--- src/rtl/sfp_pkg.sv ---
// Purpose: Shared types and constants for the serial flash pin interface
// Assumes: One 100 MHz system clock samples every pin
// Notes:   Pin groups and core-side groups travel as packed structs
package sfp_pkg;

   // ==========================================================
   // Widths and counts
   localparam int unsigned BYTE_W    = 8;
   localparam int unsigned LINES_W   = 4;
   localparam int unsigned CNT_W     = 4;
   localparam int unsigned PIN_W     = 6;
   localparam logic [3:0]  CNT_ZERO  = 4'h0;
   localparam logic [3:0]  CNT_BYTE  = 4'h8;
   localparam logic [3:0]  BITS_ONE  = 4'h1;
   localparam logic [3:0]  BITS_TWO  = 4'h2;
   localparam logic [3:0]  BITS_FOUR = 4'h4;

   // ==========================================================
   // Synchroniser bit positions and reset levels
   localparam int unsigned PIN_LINE0 = 0;
   localparam int unsigned PIN_LINE1 = 1;
   localparam int unsigned PIN_LINE2 = 2;
   localparam int unsigned PIN_LINE3 = 3;
   localparam int unsigned PIN_SCLK  = 4;
   localparam int unsigned PIN_CS_N  = 5;
   // Chip select idles deselected, write-protect and pause idle high
   localparam logic [5:0]  PIN_RST   = 6'h2_C;
   localparam logic [7:0]  BYTE_ZERO = 8'h0_0;
   localparam logic [3:0]  LINES_OFF = 4'h0;

   // ==========================================================
   // Types
   typedef enum logic [1:0] {
      SFP_SINGLE,
      SFP_DUAL,
      SFP_QUAD
   } sfp_lanes_t;

   typedef struct packed {
      logic       cs_n;
      logic       sclk;
      logic [3:0] line_i;
   } sfp_pins_t;

   typedef struct packed {
      logic [3:0] line_o;
      logic [3:0] line_oe;
   } sfp_drive_t;

   typedef struct packed {
      logic       rd_phase;
      sfp_lanes_t lanes;
   } sfp_ctl_t;

   typedef struct packed {
      logic       valid;
      logic [7:0] data;
   } sfp_rx_t;

endpackage

--- src/rtl/sfp_pin_sync.sv ---
// Purpose: Three-stage pin synchroniser with filtered level and edge pulses
// Assumes: Inputs are asynchronous to clk
// Notes:   A change counts only once the second and third stages agree
`timescale 1ns/1ns
module sfp_pin_sync #(
   parameter int unsigned W       = 6,
   parameter logic [5:0]  RST_VAL = 6'h0_0
) (
   input  wire logic         clk,
   input  wire logic         rst_n,
   input  wire logic [W-1:0] pin,
   output logic      [W-1:0] lvl,
   output logic      [W-1:0] rise,
   output logic      [W-1:0] fall
);

   logic [W-1:0] s1_q;
   logic [W-1:0] s2_q;
   logic [W-1:0] s3_q;
   logic [W-1:0] lvl_q;
   logic [W-1:0] prev_q;
   logic [W-1:0] lvl_d;

   // ==========================================================
   // Filter
   always_comb begin
      for (int i = 0; i < W; i++) begin
         lvl_d[i] = (s2_q[i] == s3_q[i]) ? s3_q[i] : lvl_q[i];
      end
   end

   always_ff @(posedge clk) begin
      if (!rst_n) begin
         s1_q   <= RST_VAL[W-1:0];
         s2_q   <= RST_VAL[W-1:0];
         s3_q   <= RST_VAL[W-1:0];
         lvl_q  <= RST_VAL[W-1:0];
         prev_q <= RST_VAL[W-1:0];
      end else begin
         s1_q   <= pin;
         s2_q   <= s1_q;
         s3_q   <= s2_q;
         lvl_q  <= lvl_d;
         prev_q <= lvl_q;
      end
   end

   assign lvl  = lvl_q;
   assign rise = lvl_q & ~prev_q;
   assign fall = ~lvl_q & prev_q;

endmodule

--- src/rtl/sfp_pin_if.sv ---
// Purpose: Pin-level serial interface of a serial flash device
// Assumes: Host clock and select arrive as pins, sampled by clk
// Notes:   Core decodes instructions and picks lanes and read phase
`timescale 1ns/1ns
module sfp_pin_if (
   input  wire logic                clk,
   input  wire logic                rst_n,
   input  wire sfp_pkg::sfp_pins_t  pins,
   output sfp_pkg::sfp_drive_t      drive,
   input  wire logic                quad_enable_bit,
   input  wire logic                sr_protect,
   input  wire sfp_pkg::sfp_ctl_t   ctl,
   input  wire logic [7:0]          tx_data,
   output logic                     tx_take,
   output sfp_pkg::sfp_rx_t         rx,
   output logic                     selected,
   output logic                     frame_start,
   output logic                     paused,
   output logic                     quad_refused,
   output logic                     wr_status_block
);

   // ==========================================================
   // Pin sampling
   // The filter lags the pins by about four cycles, so each host clock half must be longer
   logic [5:0] pin_lvl;
   logic [5:0] pin_rise;
   logic [5:0] pin_fall;

   sfp_pin_sync #(
      .W       (sfp_pkg::PIN_W),
      .RST_VAL (sfp_pkg::PIN_RST)
   ) u_sync (
      .clk   (clk),
      .rst_n (rst_n),
      .pin   ({pins.cs_n, pins.sclk, pins.line_i}),
      .lvl   (pin_lvl),
      .rise  (pin_rise),
      .fall  (pin_fall)
   );

   logic cs_n_lvl;
   logic cs_fall;
   logic sclk_lvl;
   logic sclk_rise;
   logic sclk_fall;
   logic hold_lvl;
   logic wp_lvl;
   logic [3:0] line_lvl;

   assign cs_n_lvl  = pin_lvl[sfp_pkg::PIN_CS_N];
   assign cs_fall   = pin_fall[sfp_pkg::PIN_CS_N];
   assign sclk_lvl  = pin_lvl[sfp_pkg::PIN_SCLK];
   assign sclk_rise = pin_rise[sfp_pkg::PIN_SCLK];
   assign sclk_fall = pin_fall[sfp_pkg::PIN_SCLK];
   assign hold_lvl  = pin_lvl[sfp_pkg::PIN_LINE3];
   assign wp_lvl    = pin_lvl[sfp_pkg::PIN_LINE2];
   assign line_lvl  = pin_lvl[sfp_pkg::PIN_LINE3:sfp_pkg::PIN_LINE0];

   // ==========================================================
   // Helpers
   // Bits moved per clock edge for each lane width
   function automatic logic [3:0] lane_bits(input sfp_pkg::sfp_lanes_t l);
      unique case (l)
         sfp_pkg::SFP_SINGLE: lane_bits = sfp_pkg::BITS_ONE;
         sfp_pkg::SFP_DUAL:   lane_bits = sfp_pkg::BITS_TWO;
         sfp_pkg::SFP_QUAD:   lane_bits = sfp_pkg::BITS_FOUR;
         default:             lane_bits = sfp_pkg::BITS_ONE;
      endcase
   endfunction

   // ==========================================================
   // State
   logic       armed_q,  armed_d;
   logic       pause_q,  pause_d;
   logic [7:0] shin_q,   shin_d;
   logic [3:0] incnt_q,  incnt_d;
   logic [7:0] rxb_q,    rxb_d;
   logic       rxv_q,    rxv_d;
   logic [7:0] tx_q,     tx_d;
   logic [3:0] outcnt_q, outcnt_d;
   logic [3:0] do_q,     do_d;
   logic [3:0] oe_q,     oe_d;
   logic       take_q,   take_d;

   sfp_pkg::sfp_lanes_t lanes;
   logic       active;
   logic       sel;
   logic [3:0] nbits;
   logic       quad_ok;

   // Quad falls back to single when the enable bit is clear
   assign quad_ok = quad_enable_bit;
   assign lanes   = (ctl.lanes == sfp_pkg::SFP_QUAD && !quad_ok) ?
                    sfp_pkg::SFP_SINGLE : ctl.lanes;
   assign nbits   = lane_bits(lanes);
   // Deselected unless armed and select is low
   assign sel     = armed_q && !cs_n_lvl;
   // A pause only withholds the edges, so shifters and counters resume where they stood
   assign active  = sel && !pause_q;

   always_comb begin
      armed_d  = armed_q;
      pause_d  = pause_q;
      shin_d   = shin_q;
      incnt_d  = incnt_q;
      rxb_d    = rxb_q;
      rxv_d    = 1'b0;
      tx_d     = tx_q;
      outcnt_d = outcnt_q;
      do_d     = do_q;
      oe_d     = oe_q;
      take_d   = 1'b0;

      // First select fall after reset arms the port
      if (cs_fall) begin
         armed_d = 1'b1;
      end

      // Pause follows the pin only while the clock is low
      if (!sel || quad_enable_bit) begin
         pause_d = 1'b0;
      end else if (!sclk_lvl) begin
         pause_d = !hold_lvl;
      end

      // Every new frame restarts framing, whichever idle level the clock had
      if (cs_fall || cs_n_lvl) begin
         incnt_d  = sfp_pkg::CNT_ZERO;
         outcnt_d = sfp_pkg::CNT_ZERO;
         oe_d     = sfp_pkg::LINES_OFF;
      end else if (active) begin
         if (sclk_rise && !ctl.rd_phase) begin
            // Shift in on rising edges
            unique case (lanes)
               sfp_pkg::SFP_SINGLE: shin_d = {shin_q[6:0], line_lvl[0]};
               sfp_pkg::SFP_DUAL:   shin_d = {shin_q[5:0], line_lvl[1:0]};
               sfp_pkg::SFP_QUAD:   shin_d = {shin_q[3:0], line_lvl};
               default:             shin_d = shin_q;
            endcase
            if (incnt_q + nbits >= sfp_pkg::CNT_BYTE) begin
               incnt_d = sfp_pkg::CNT_ZERO;
               rxv_d   = 1'b1;
               rxb_d   = shin_d;
            end else begin
               incnt_d = incnt_q + nbits;
            end
         end
         if (!ctl.rd_phase) begin
            outcnt_d = sfp_pkg::CNT_ZERO;
            oe_d     = sfp_pkg::LINES_OFF;
         end else if (sclk_fall) begin
            // Drive out on falling edges, fetching a byte at each boundary
            tx_d = (outcnt_q == sfp_pkg::CNT_ZERO) ? tx_data : tx_q;
            take_d = (outcnt_q == sfp_pkg::CNT_ZERO);
            unique case (lanes)
               sfp_pkg::SFP_SINGLE: begin
                  do_d = {2'b00, tx_d[7], 1'b0};
                  oe_d = 4'h2;
                  tx_d = {tx_d[6:0], 1'b0};
               end
               sfp_pkg::SFP_DUAL: begin
                  do_d = {2'b00, tx_d[7:6]};
                  oe_d = 4'h3;
                  tx_d = {tx_d[5:0], 2'b00};
               end
               sfp_pkg::SFP_QUAD: begin
                  do_d = tx_d[7:4];
                  oe_d = 4'hF;
                  tx_d = {tx_d[3:0], 4'h0};
               end
               default: begin
                  do_d = do_q;
               end
            endcase
            outcnt_d = (outcnt_q + nbits >= sfp_pkg::CNT_BYTE) ?
                       sfp_pkg::CNT_ZERO : outcnt_q + nbits;
         end
      end
      // A paused transfer keeps every counter and shifter as it was
   end

   always_ff @(posedge clk) begin
      if (!rst_n) begin
         armed_q  <= 1'b0;
         pause_q  <= 1'b0;
         shin_q   <= sfp_pkg::BYTE_ZERO;
         incnt_q  <= sfp_pkg::CNT_ZERO;
         rxb_q    <= sfp_pkg::BYTE_ZERO;
         rxv_q    <= 1'b0;
         tx_q     <= sfp_pkg::BYTE_ZERO;
         outcnt_q <= sfp_pkg::CNT_ZERO;
         do_q     <= sfp_pkg::LINES_OFF;
         oe_q     <= sfp_pkg::LINES_OFF;
         take_q   <= 1'b0;
      end else begin
         armed_q  <= armed_d;
         pause_q  <= pause_d;
         shin_q   <= shin_d;
         incnt_q  <= incnt_d;
         rxb_q    <= rxb_d;
         rxv_q    <= rxv_d;
         tx_q     <= tx_d;
         outcnt_q <= outcnt_d;
         do_q     <= do_d;
         oe_q     <= oe_d;
         take_q   <= take_d;
      end
   end

   // ==========================================================
   // Outputs
   // Enables are gated at once so a pause or deselect floats the lines
   assign drive.line_o  = do_q;
   assign drive.line_oe = (active && ctl.rd_phase) ? oe_q : sfp_pkg::LINES_OFF;
   assign tx_take       = take_q;
   assign rx.valid      = rxv_q;
   assign rx.data       = rxb_q;
   assign selected      = sel;
   assign frame_start   = cs_fall && armed_q;
   assign paused        = pause_q;
   assign quad_refused  = sel && ctl.lanes == sfp_pkg::SFP_QUAD && !quad_ok;
   // Line 2 is data under quad enable, so its protect meaning is dropped
   assign wr_status_block = sr_protect && !wp_lvl && !quad_enable_bit;

   // ==========================================================
   // Checks
   property p_desel_float;
      @(posedge clk) disable iff (!rst_n) cs_n_lvl |-> drive.line_oe == sfp_pkg::LINES_OFF;
   endproperty
   a_desel_float: assert property (p_desel_float) else $error("line driven while deselected");

   property p_unarmed_quiet;
      @(posedge clk) disable iff (!rst_n) !armed_q |=> !rx.valid;
   endproperty
   a_unarmed_quiet: assert property (p_unarmed_quiet) else $error("byte taken before arming");

   property p_rx_on_rise;
      @(posedge clk) disable iff (!rst_n) rx.valid |-> $past(sclk_rise) && $past(active);
   endproperty
   a_rx_on_rise: assert property (p_rx_on_rise) else $error("byte not closed by rising edge");

   property p_out_on_fall;
      @(posedge clk) disable iff (!rst_n) $changed(do_q) |-> $past(sclk_fall);
   endproperty
   a_out_on_fall: assert property (p_out_on_fall) else $error("output moved off a falling edge");

   property p_quad_gate;
      @(posedge clk) disable iff (!rst_n) drive.line_oe[3] |-> quad_enable_bit;
   endproperty
   a_quad_gate: assert property (p_quad_gate) else $error("line 3 driven without quad enable");

   property p_wp_block;
      @(posedge clk) disable iff (!rst_n)
         (sr_protect && !wp_lvl) |-> (wr_status_block == !quad_enable_bit);
   endproperty
   a_wp_block: assert property (p_wp_block) else $error("write protect decision wrong");

   property p_pause_float;
      @(posedge clk) disable iff (!rst_n) pause_q |-> drive.line_oe == sfp_pkg::LINES_OFF;
   endproperty
   a_pause_float: assert property (p_pause_float) else $error("line driven during pause");

   // Two paused cycles in a row must leave the shifters untouched
   property p_pause_keeps;
      @(posedge clk) disable iff (!rst_n)
         (pause_q && $past(pause_q)) |-> $stable(shin_q) && $stable(incnt_q) && $stable(tx_q);
   endproperty
   a_pause_keeps: assert property (p_pause_keeps) else $error("state moved during pause");

   property p_qe_no_pause;
      @(posedge clk) disable iff (!rst_n) quad_enable_bit |=> !pause_q;
   endproperty
   a_qe_no_pause: assert property (p_qe_no_pause) else $error("pause under quad enable");

   property p_pause_start;
      @(posedge clk) disable iff (!rst_n)
         (sel && !quad_enable_bit && !sclk_lvl && !hold_lvl) |=> pause_q;
   endproperty
   a_pause_start: assert property (p_pause_start) else $error("pause did not start");

   property p_drive_read_only;
      @(posedge clk) disable iff (!rst_n) (drive.line_oe != sfp_pkg::LINES_OFF) |-> ctl.rd_phase;
   endproperty
   a_drive_read_only: assert property (p_drive_read_only) else $error("drive outside read");

endmodule

--- config.mk ---
export PLATFORM = sky130hd
export DESIGN_NAME = sfp_pin_if
export DESIGN_NICKNAME = d
export VERILOG_FILES = /design/src/rtl/sfp_pkg.sv /design/src/rtl/sfp_pin_sync.sv /design/src/rtl/sfp_pin_if.sv
export SDC_FILE = /design/constraint.sdc
export NUM_CORES = 1
export LEC_CHECK = 0
export CELL_PAD_IN_SITES_DETAIL_PLACEMENT = 0
export CELL_PAD_IN_SITES_GLOBAL_PLACEMENT = 1
export CORE_MARGIN = 1
export CORE_UTILIZATION = 48
export CTS_CLUSTER_DIAMETER = 40
export DETAILED_ROUTE_END_ITERATION = 6
export DONT_BUFFER_PORTS = 1
export PLACE_DENSITY_LB_ADDON = 0.1
export SETUP_SLACK_MARGIN = 0.4
export SLEW_MARGIN = 15
export SYNTH_ARGS = -nofsm -noshare
export SYNTH_HDL_FRONTEND = slang
export SYNTH_SLANG_ARGS = --single-unit
--- constraint.sdc ---
create_clock -name clk -period 2.8 [get_ports clk]
set_input_delay 0.28 -clock clk [delete_from_list [all_inputs] [get_ports clk]]
set_output_delay 0.28 -clock clk [all_outputs]
set_load 0.02 [all_outputs]
==> impl_metrics.py, run 1 <==
metrics = {
    "route": {
        "avgViaCountPerCell": 5.64,
        "dr.pass1.iters": 4,
        "ant_nets": 0,
        "wl_um": 6750,
        "first_iter_violations": 99,
        "drc_errors": 0,
        "vias": 2407,
        "drt-wirelength-per-cell_um": 15.8,
    },
    "grt": {
        "grt_first_pass_wirelength_um": 11300,
        "grt_pass1_vias": 2348,
        "antenna_found_initial": 0,
        "grt_max_degree": 31,
        "grt_overflow": 0,
        "track_usage": 0.206,
    },
    "worst_setup_path": {
        "required_ns": 3.01,
        "arrival_ns": 2.47,
        "critPathLaunchType": "register",
        "r2r_cells": 6,
        "end_kind": "register",
        "path_class": "reg -> reg",
        "rr_startpoint": "paused",
        "cp-startpoint": "paused",
        "cp_max_fo": 9,
    },
    "timing": {
        "holdWs_ns": 0.0153,
        "relSlewSlack": 0.468,
        "hold_viol_final": 0,
        "finalCritPeriodShare": 0.807,
        "tightest_slew_ns": 0.796,
        "setup_tns_ns": 0,
        "fmax_ghz": 0.442,
        "setup_violations": 0,
        "final_max_slew_viol_count": 0,
        "skew_ns": 0.00977,
        "period_needed_ns": 2.26,
        "rsz0062_at_grt": "no",
    },
    "run_status": {
        "status": "complete, no violations",
    },
    "yosys": {
        "syn_area_per_cell_um2": 9.07,
        "ys.warnings.count": 0,
        "ys_async_sr_fraction": 0,
        "ys_seq_area_frac": 0.439,
        "ys_ff_latch": 69,
        "syn_area_mm2": 0.00315,
        "synth_ff_type": "dfxtp_1",
        "synth.top_cell.area_share": 0.439,
        "yosysTopAreaCell": "dfxtp_1",
        "syn-instance-count": 347,
        "syn_nets": 376,
        "synth_area_leaders": "dfxtp_1 (44%), mux2i_1 (6.7%), nor2_1 (4.3%)",
        "synth_cell_types": 52,
        "synth-edff-count": 0,
    },
    "clocking": {
        "htree_levels": 3,
        "cts_buffers": 9,
        "post-cts-setup-buffer-count": 0,
        "clk_latency_ns": 0.35,
        "cts-root-buf": "clkbuf_8",
        "clock_sinks": 69,
        "cts_tree": "built",
        "clk_pin_slew_worst_paths_ns": 0.08,
        "cts_buffer_depth": 2,
    },
    "hold_path": {
        "whs_path_depth": 1,
        "hold_class": "in -> reg",
        "worstHoldStart": "rst_n",
    },
    "die": {
        "num_rows": 29,
        "dieArea_mm2": 0.00689,
        "die_w_um": 83.0,
        "io_pins": 44,
        "chipHeight_um": 83.0,
        "core_mm2": 0.00635,
        "start_util": 0.496,
    },
    "finish": {
        "final_nets": 374,
        "antenna_cells": 0,
        "layout_common_cells": "dfxtp_1 (69), nor2_1 (36), nand2_1 (23), a21oi_1 (23), mux2i_1 (21)",
        "final_layout_size_suffix_gt1_frac": 0.111,
        "final_common_cell": "dfxtp_1",
        "fillers": 571,
        "area_growth_syn_to_layout_pct": 9.14,
    },
    "power": {
        "vdd_drop_max_mv": 0.340,
        "leakagePower_uw": 0.00138,
        "power_density_mw_per_mm2": 576,
    },
    "job": {
        "maxCapViolations": 0,
    },
    "placement": {
        "io_buffers": 0,
        "gp_congestion": 0.754,
        "dpl.hpwl_um": 4710,
    },
}
[cells in the mapped netlist, types with 3 or more instances]
master    count
o21ai_0      12
o211a_1       3
and3_1        8
and2_1       12
a211oi_1      4
xor2_1        3
a22oi_1       6
o211ai_1      6
nor2b_1       5
nor3_1        5
clkbuf_1     14
a32o_1        3
nand3_1       3
dfxtp_1      69
nor3b_1       3
ha_1          6
nand2_1      23
o22ai_1       8
mux2i_1      21
inv_1        12
o221a_2       4
a21oi_1      23
nor4_1        3
nand2b_1     18
buf_6         3
nor2_1       36
[power by group]
part	switching, µW	total (µW)	leakage [µW]	internal (µW)
combinational	42.3	74.4	0.000716	32.1
sequential	3.93	995	0.000559	991
clock	406	911	0.000106	506
[through the flow]
stage               instance area [µm²]  std cells  setup WS (ns)  power, µW   util
global route                       3440        427          0.459       2040  0.541
CTS                                3430        427          0.438       2000  0.541
global placement                   3190        409          0.504       1090  0.503
floorplan                          3150        347          0.493       1090      -
detailed placement                 3190        409          0.464       1090  0.503
finish                             3440        427          0.540       1980  0.541
[logic make-up (layout without fill, tap and decap cells)]
kind of cell,count (synthesis),in the layout,synth area share
AOI/OAI and AO/OA,83,83,0.180
xor gates and xnor gates,3,3,0.00835
adders and majority gates,8,8,0.0366
buffers and inverters,35,38,0.0521
DFF,69,69,0.439
muxes,21,21,0.0668
and+or+nand+nor,128,128,0.218
[flip-flops by register name, indices dropped and copies added, names as in the netlist]
signal         cells
rxv_q              1
shin_q             8
do_q               4
u_sync.lvl         6
u_sync.prev_q      2
tx_take            1
tx_q               8
armed_q            1
rxb_q              8
u_sync.s1_q        6
paused             1
outcnt_q           4
u_sync.s2_q        6
u_sync.s3_q        6
incnt_q            4
oe_q               3
[critical path: stages (launching register included)]
cell and delay, ns:
dfxtp_1 0.40, or3b_4 0.50, or4_4 0.55, nor3b_2 0.17, buf_4 0.21, mux2i_1 0.22
nor2_1 0.06
[layout make-up]
| cell class | instances | area (µm²) | area share |
|---|---|---|---|
| clock buffers | 9 | 124 | 0.0361 |
| clock inverters | 7 | 97.6 | 0.0284 |
| inverters | 12 | 45.0 | 0.0131 |
| multi-input cells | 243 | 1610 | 0.469 |
| flip-flops and latches | 69 | 1380 | 0.402 |
| well taps | 77 | 96.3 | 0.0280 |
| repair buffers | 10 | 80.1 | 0.0233 |
[routing by layer]
metal,up-vias,track usage,routed length [µm]
met3,15,0.0517,278
met1,1131,0.255,3190
met2,41,0.331,3150
li1,1220,-,-
met5,-,0,0
met4,0,0.107,134
[what timing repair did]
item	CTS	global route
endpoints found under the setup margin	0	5
hold endpoints to repair	9	0
gates resized for setup	0	1
hold buffers	2	0
[worst paths after layout]
check / endpoint / slack [ns]
setup reg to reg: rxb_q[1] / 0.54
hold reg to reg: u_sync.s2_q[5] / 0.42
setup / recovery: rxb_q[1] / 0.54
hold / removal: u_sync.lvl[5] / 0.02
Note: power is estimated with default switching activity, not from simulation.
==> inputs of run 2 (changes only) <==
--- a/config.mk
+++ b/config.mk
@@ -8,7 +8,7 @@
 export CELL_PAD_IN_SITES_DETAIL_PLACEMENT = 0
 export CELL_PAD_IN_SITES_GLOBAL_PLACEMENT = 1
 export CORE_MARGIN = 1
-export CORE_UTILIZATION = 48
+export CORE_UTILIZATION = 43
 export CTS_CLUSTER_DIAMETER = 40
 export DETAILED_ROUTE_END_ITERATION = 6
 export DONT_BUFFER_PORTS = 1
==> constraint.sdc (replaced) <==
create_clock -name clk -period 1.9 [get_ports clk]
set_input_delay 0.19 -clock clk [delete_from_list [all_inputs] [get_ports clk]]
set_output_delay 0.19 -clock clk [all_outputs]
set_load 0.02 [all_outputs]
==> impl_metrics.py, run 2 (synthesis gave the netlist of run 1 again) <==
metrics = {
    "grt": {
        "track_usage": 0.213,
        "grt_max_degree": 27,
        "grt_overflow": 0,
        "grt_first_pass_wirelength_um": 12300,
        "grt_pass1_vias": 2509,
        "antenna_found_initial": 0,
    },
    "placement": {
        "io_buffers": 0,
        "gp_congestion": 0.799,
        "dpl.hpwl_um": 5100,
        "dp_slack_ns": -0.0157,
        "placed_cells": 456,
    },
    "finish": {
        "area_growth_syn_to_layout_pct": 37.4,
        "reg.largest.list": "rxb_q: 8 flops, shin_q: 8 flops, tx_q: 8 flops",
        "antenna_cells": 0,
        "layout_common_cells": "dfxtp_1 (64), buf_4 (41), nor2_1 (30)",
        "final_cells": 512,
        "final_common_cell": "dfxtp_1",
        "final_layout_size_suffix_gt1_frac": 0.298,
        "fillers": 611,
        "fin_util": 0.623,
        "final_nets": 440,
    },
    "route": {
        "wl_um": 7900,
        "ant_nets": 0,
        "first_iter_violations": 145,
        "drc_errors": 0,
        "vias": 2656,
        "avgViaCountPerCell": 5.19,
        "dr.pass1.iters": 4,
        "drt-wirelength-per-cell_um": 15.4,
    },
    "run_status": {
        "status": "complete, no violations",
    },
    "worst_setup_path": {
        "cp_max_fo": 3,
        "path_class": "reg -> reg",
        "arrival_ns": 2.13,
        "slowest_stage": "or3_2",
        "cp_slowest_stage_delay_ns": 0.51,
        "required_ns": 2.14,
        "end_kind": "register",
        "r2r_cells": 5,
        "worstPathCellList": "or3b_4 -> or3_2 -> nor2_4 -> o211ai_1 -> o221a_2",
        "critPathLaunchType": "register",
    },
    "die": {
        "start_util": 0.453,
        "num_rows": 30,
        "die_w_um": 87.6,
        "core_mm2": 0.00694,
        "dieArea_mm2": 0.00767,
        "io_pins": 44,
        "chipHeight_um": 87.6,
    },
    "timing": {
        "rsz0062_at_grt": "yes",
        "relSlewSlack": 0.606,
        "skew_ns": 0.00858,
        "setup_violations": 0,
        "holdWs_ns": 0.00333,
        "fmax_ghz": 0.530,
        "tightest_slew_ns": 0.591,
        "finalCritPeriodShare": 0.993,
        "final_max_slew_viol_count": 0,
        "period_needed_ns": 1.89,
        "finalWorstSetupSlack_ns": 0.0128,
        "hold_viol_final": 0,
    },
    "power": {
        "p_int_uw": 2380,
        "seq_power_share": 0.483,
        "vdd_drop_max_mv": 0.484,
        "swShare": 0.217,
        "p_total_uw": 3030,
        "clockPowerShare": 0.462,
        "p_switching_uw": 659,
        "power_density_mw_per_mm2": 701,
        "leakagePower_uw": 0.00171,
        "combPwrFrac": 0.055,
    },
    "clocking": {
        "cts_buffer_depth": 2,
        "cts-root-buf": "clkbuf_8",
        "clock_sinks": 69,
        "clk_latency_ns": 0.34,
        "htree_levels": 3,
        "clk_pin_slew_worst_paths_ns": 0.08,
        "cts_tree": "built",
        "cts_buffers": 9,
    },
    "job": {
        "maxCapViolations": 0,
    },
    "hold_path": {
        "whs_path_depth": 2,
        "hold_class": "in -> reg",
    },
}
## run 2: changes by cell type in the layout (fill, tap and decap cells not counted), moves of 5 or more
| cell | before | now |
|---|---|---|
| buf_4 | 8 | 41 |
| buf_6 | 0 | 9 |
| dfxtp_1 | 69 | 64 |
| dlygate4sd3_1 | 2 | 25 |
| mux2i_1 | 21 | 14 |
| nor2_1 | 36 | 30 |
| o21ai_0 | 12 | 7 |
## run 2: final cells by class
cell class	instances	area [µm²]	share of cell area
multi-input combinational	243	1860	0.430
sequential	69	1390	0.321
tap	96	120	0.0278
timing repair buffer	76	672	0.155
clock buffer	12	156	0.0361
clock inverter	4	77.6	0.0179
inverter	12	50.0	0.0116
## run 2: worst paths after layout
check | slack, ns | start | end
max | 0.01 | paused | rxb_q[7]
min | 0.003 | tx_data[0] | tx_q[0]
max reg2reg | 0.01 | paused | rxb_q[7]
min reg2reg | 0.46 | u_sync.s3_q[4] | u_sync.lvl[4]
## run 2: what timing repair did
item,in CTS,in global routing
hold endpoints to repair,34,0
pin swaps,12,9
setup endpoints to repair,45,46
gates resized for setup,30,32
hold buffers,26,0
setup buffers,8,5
cloned,0,1
## run 2: worst max-delay path: cells and delay by family (launching register included)
| family | cells | cell delay, ns |
|---|---|---|
| simple gates | 3 | 1.02 |
| compound gates | 2 | 0.42 |
| flops | 1 | 0.35 |
## run 2: power by group through the flow
| stage | clock, µW | combinational, µW | sequential (µW) |
|---|---|---|---|
| after floorplan | 0 | 117 | 1500 |
| after global placement | 0 | 121 | 1500 |
| after detailed placement | 0 | 121 | 1500 |
| after CTS | 1430 | 161 | 1460 |
| after global routing | 1490 | 182 | 1470 |
| final | 1400 | 166 | 1470 |
## run 2: metal layers
metal	vias up	track usage	part of all wire
met4	0	0.0909	0.016
met5	-	0	0
met3	11	0.0377	0.027
met2	44	0.344	0.48
met1	1243	0.283	0.48
li1	1358	-	-
## run 2: per-stage QoR
step	instance area, µm²	setup TNS (ns)
floorplan	3260	-1.30
global placement	3500	-0.0539
detailed placement	3500	-0.0379
CTS	4150	0
global route	4330	-0.391
finish	4330	0
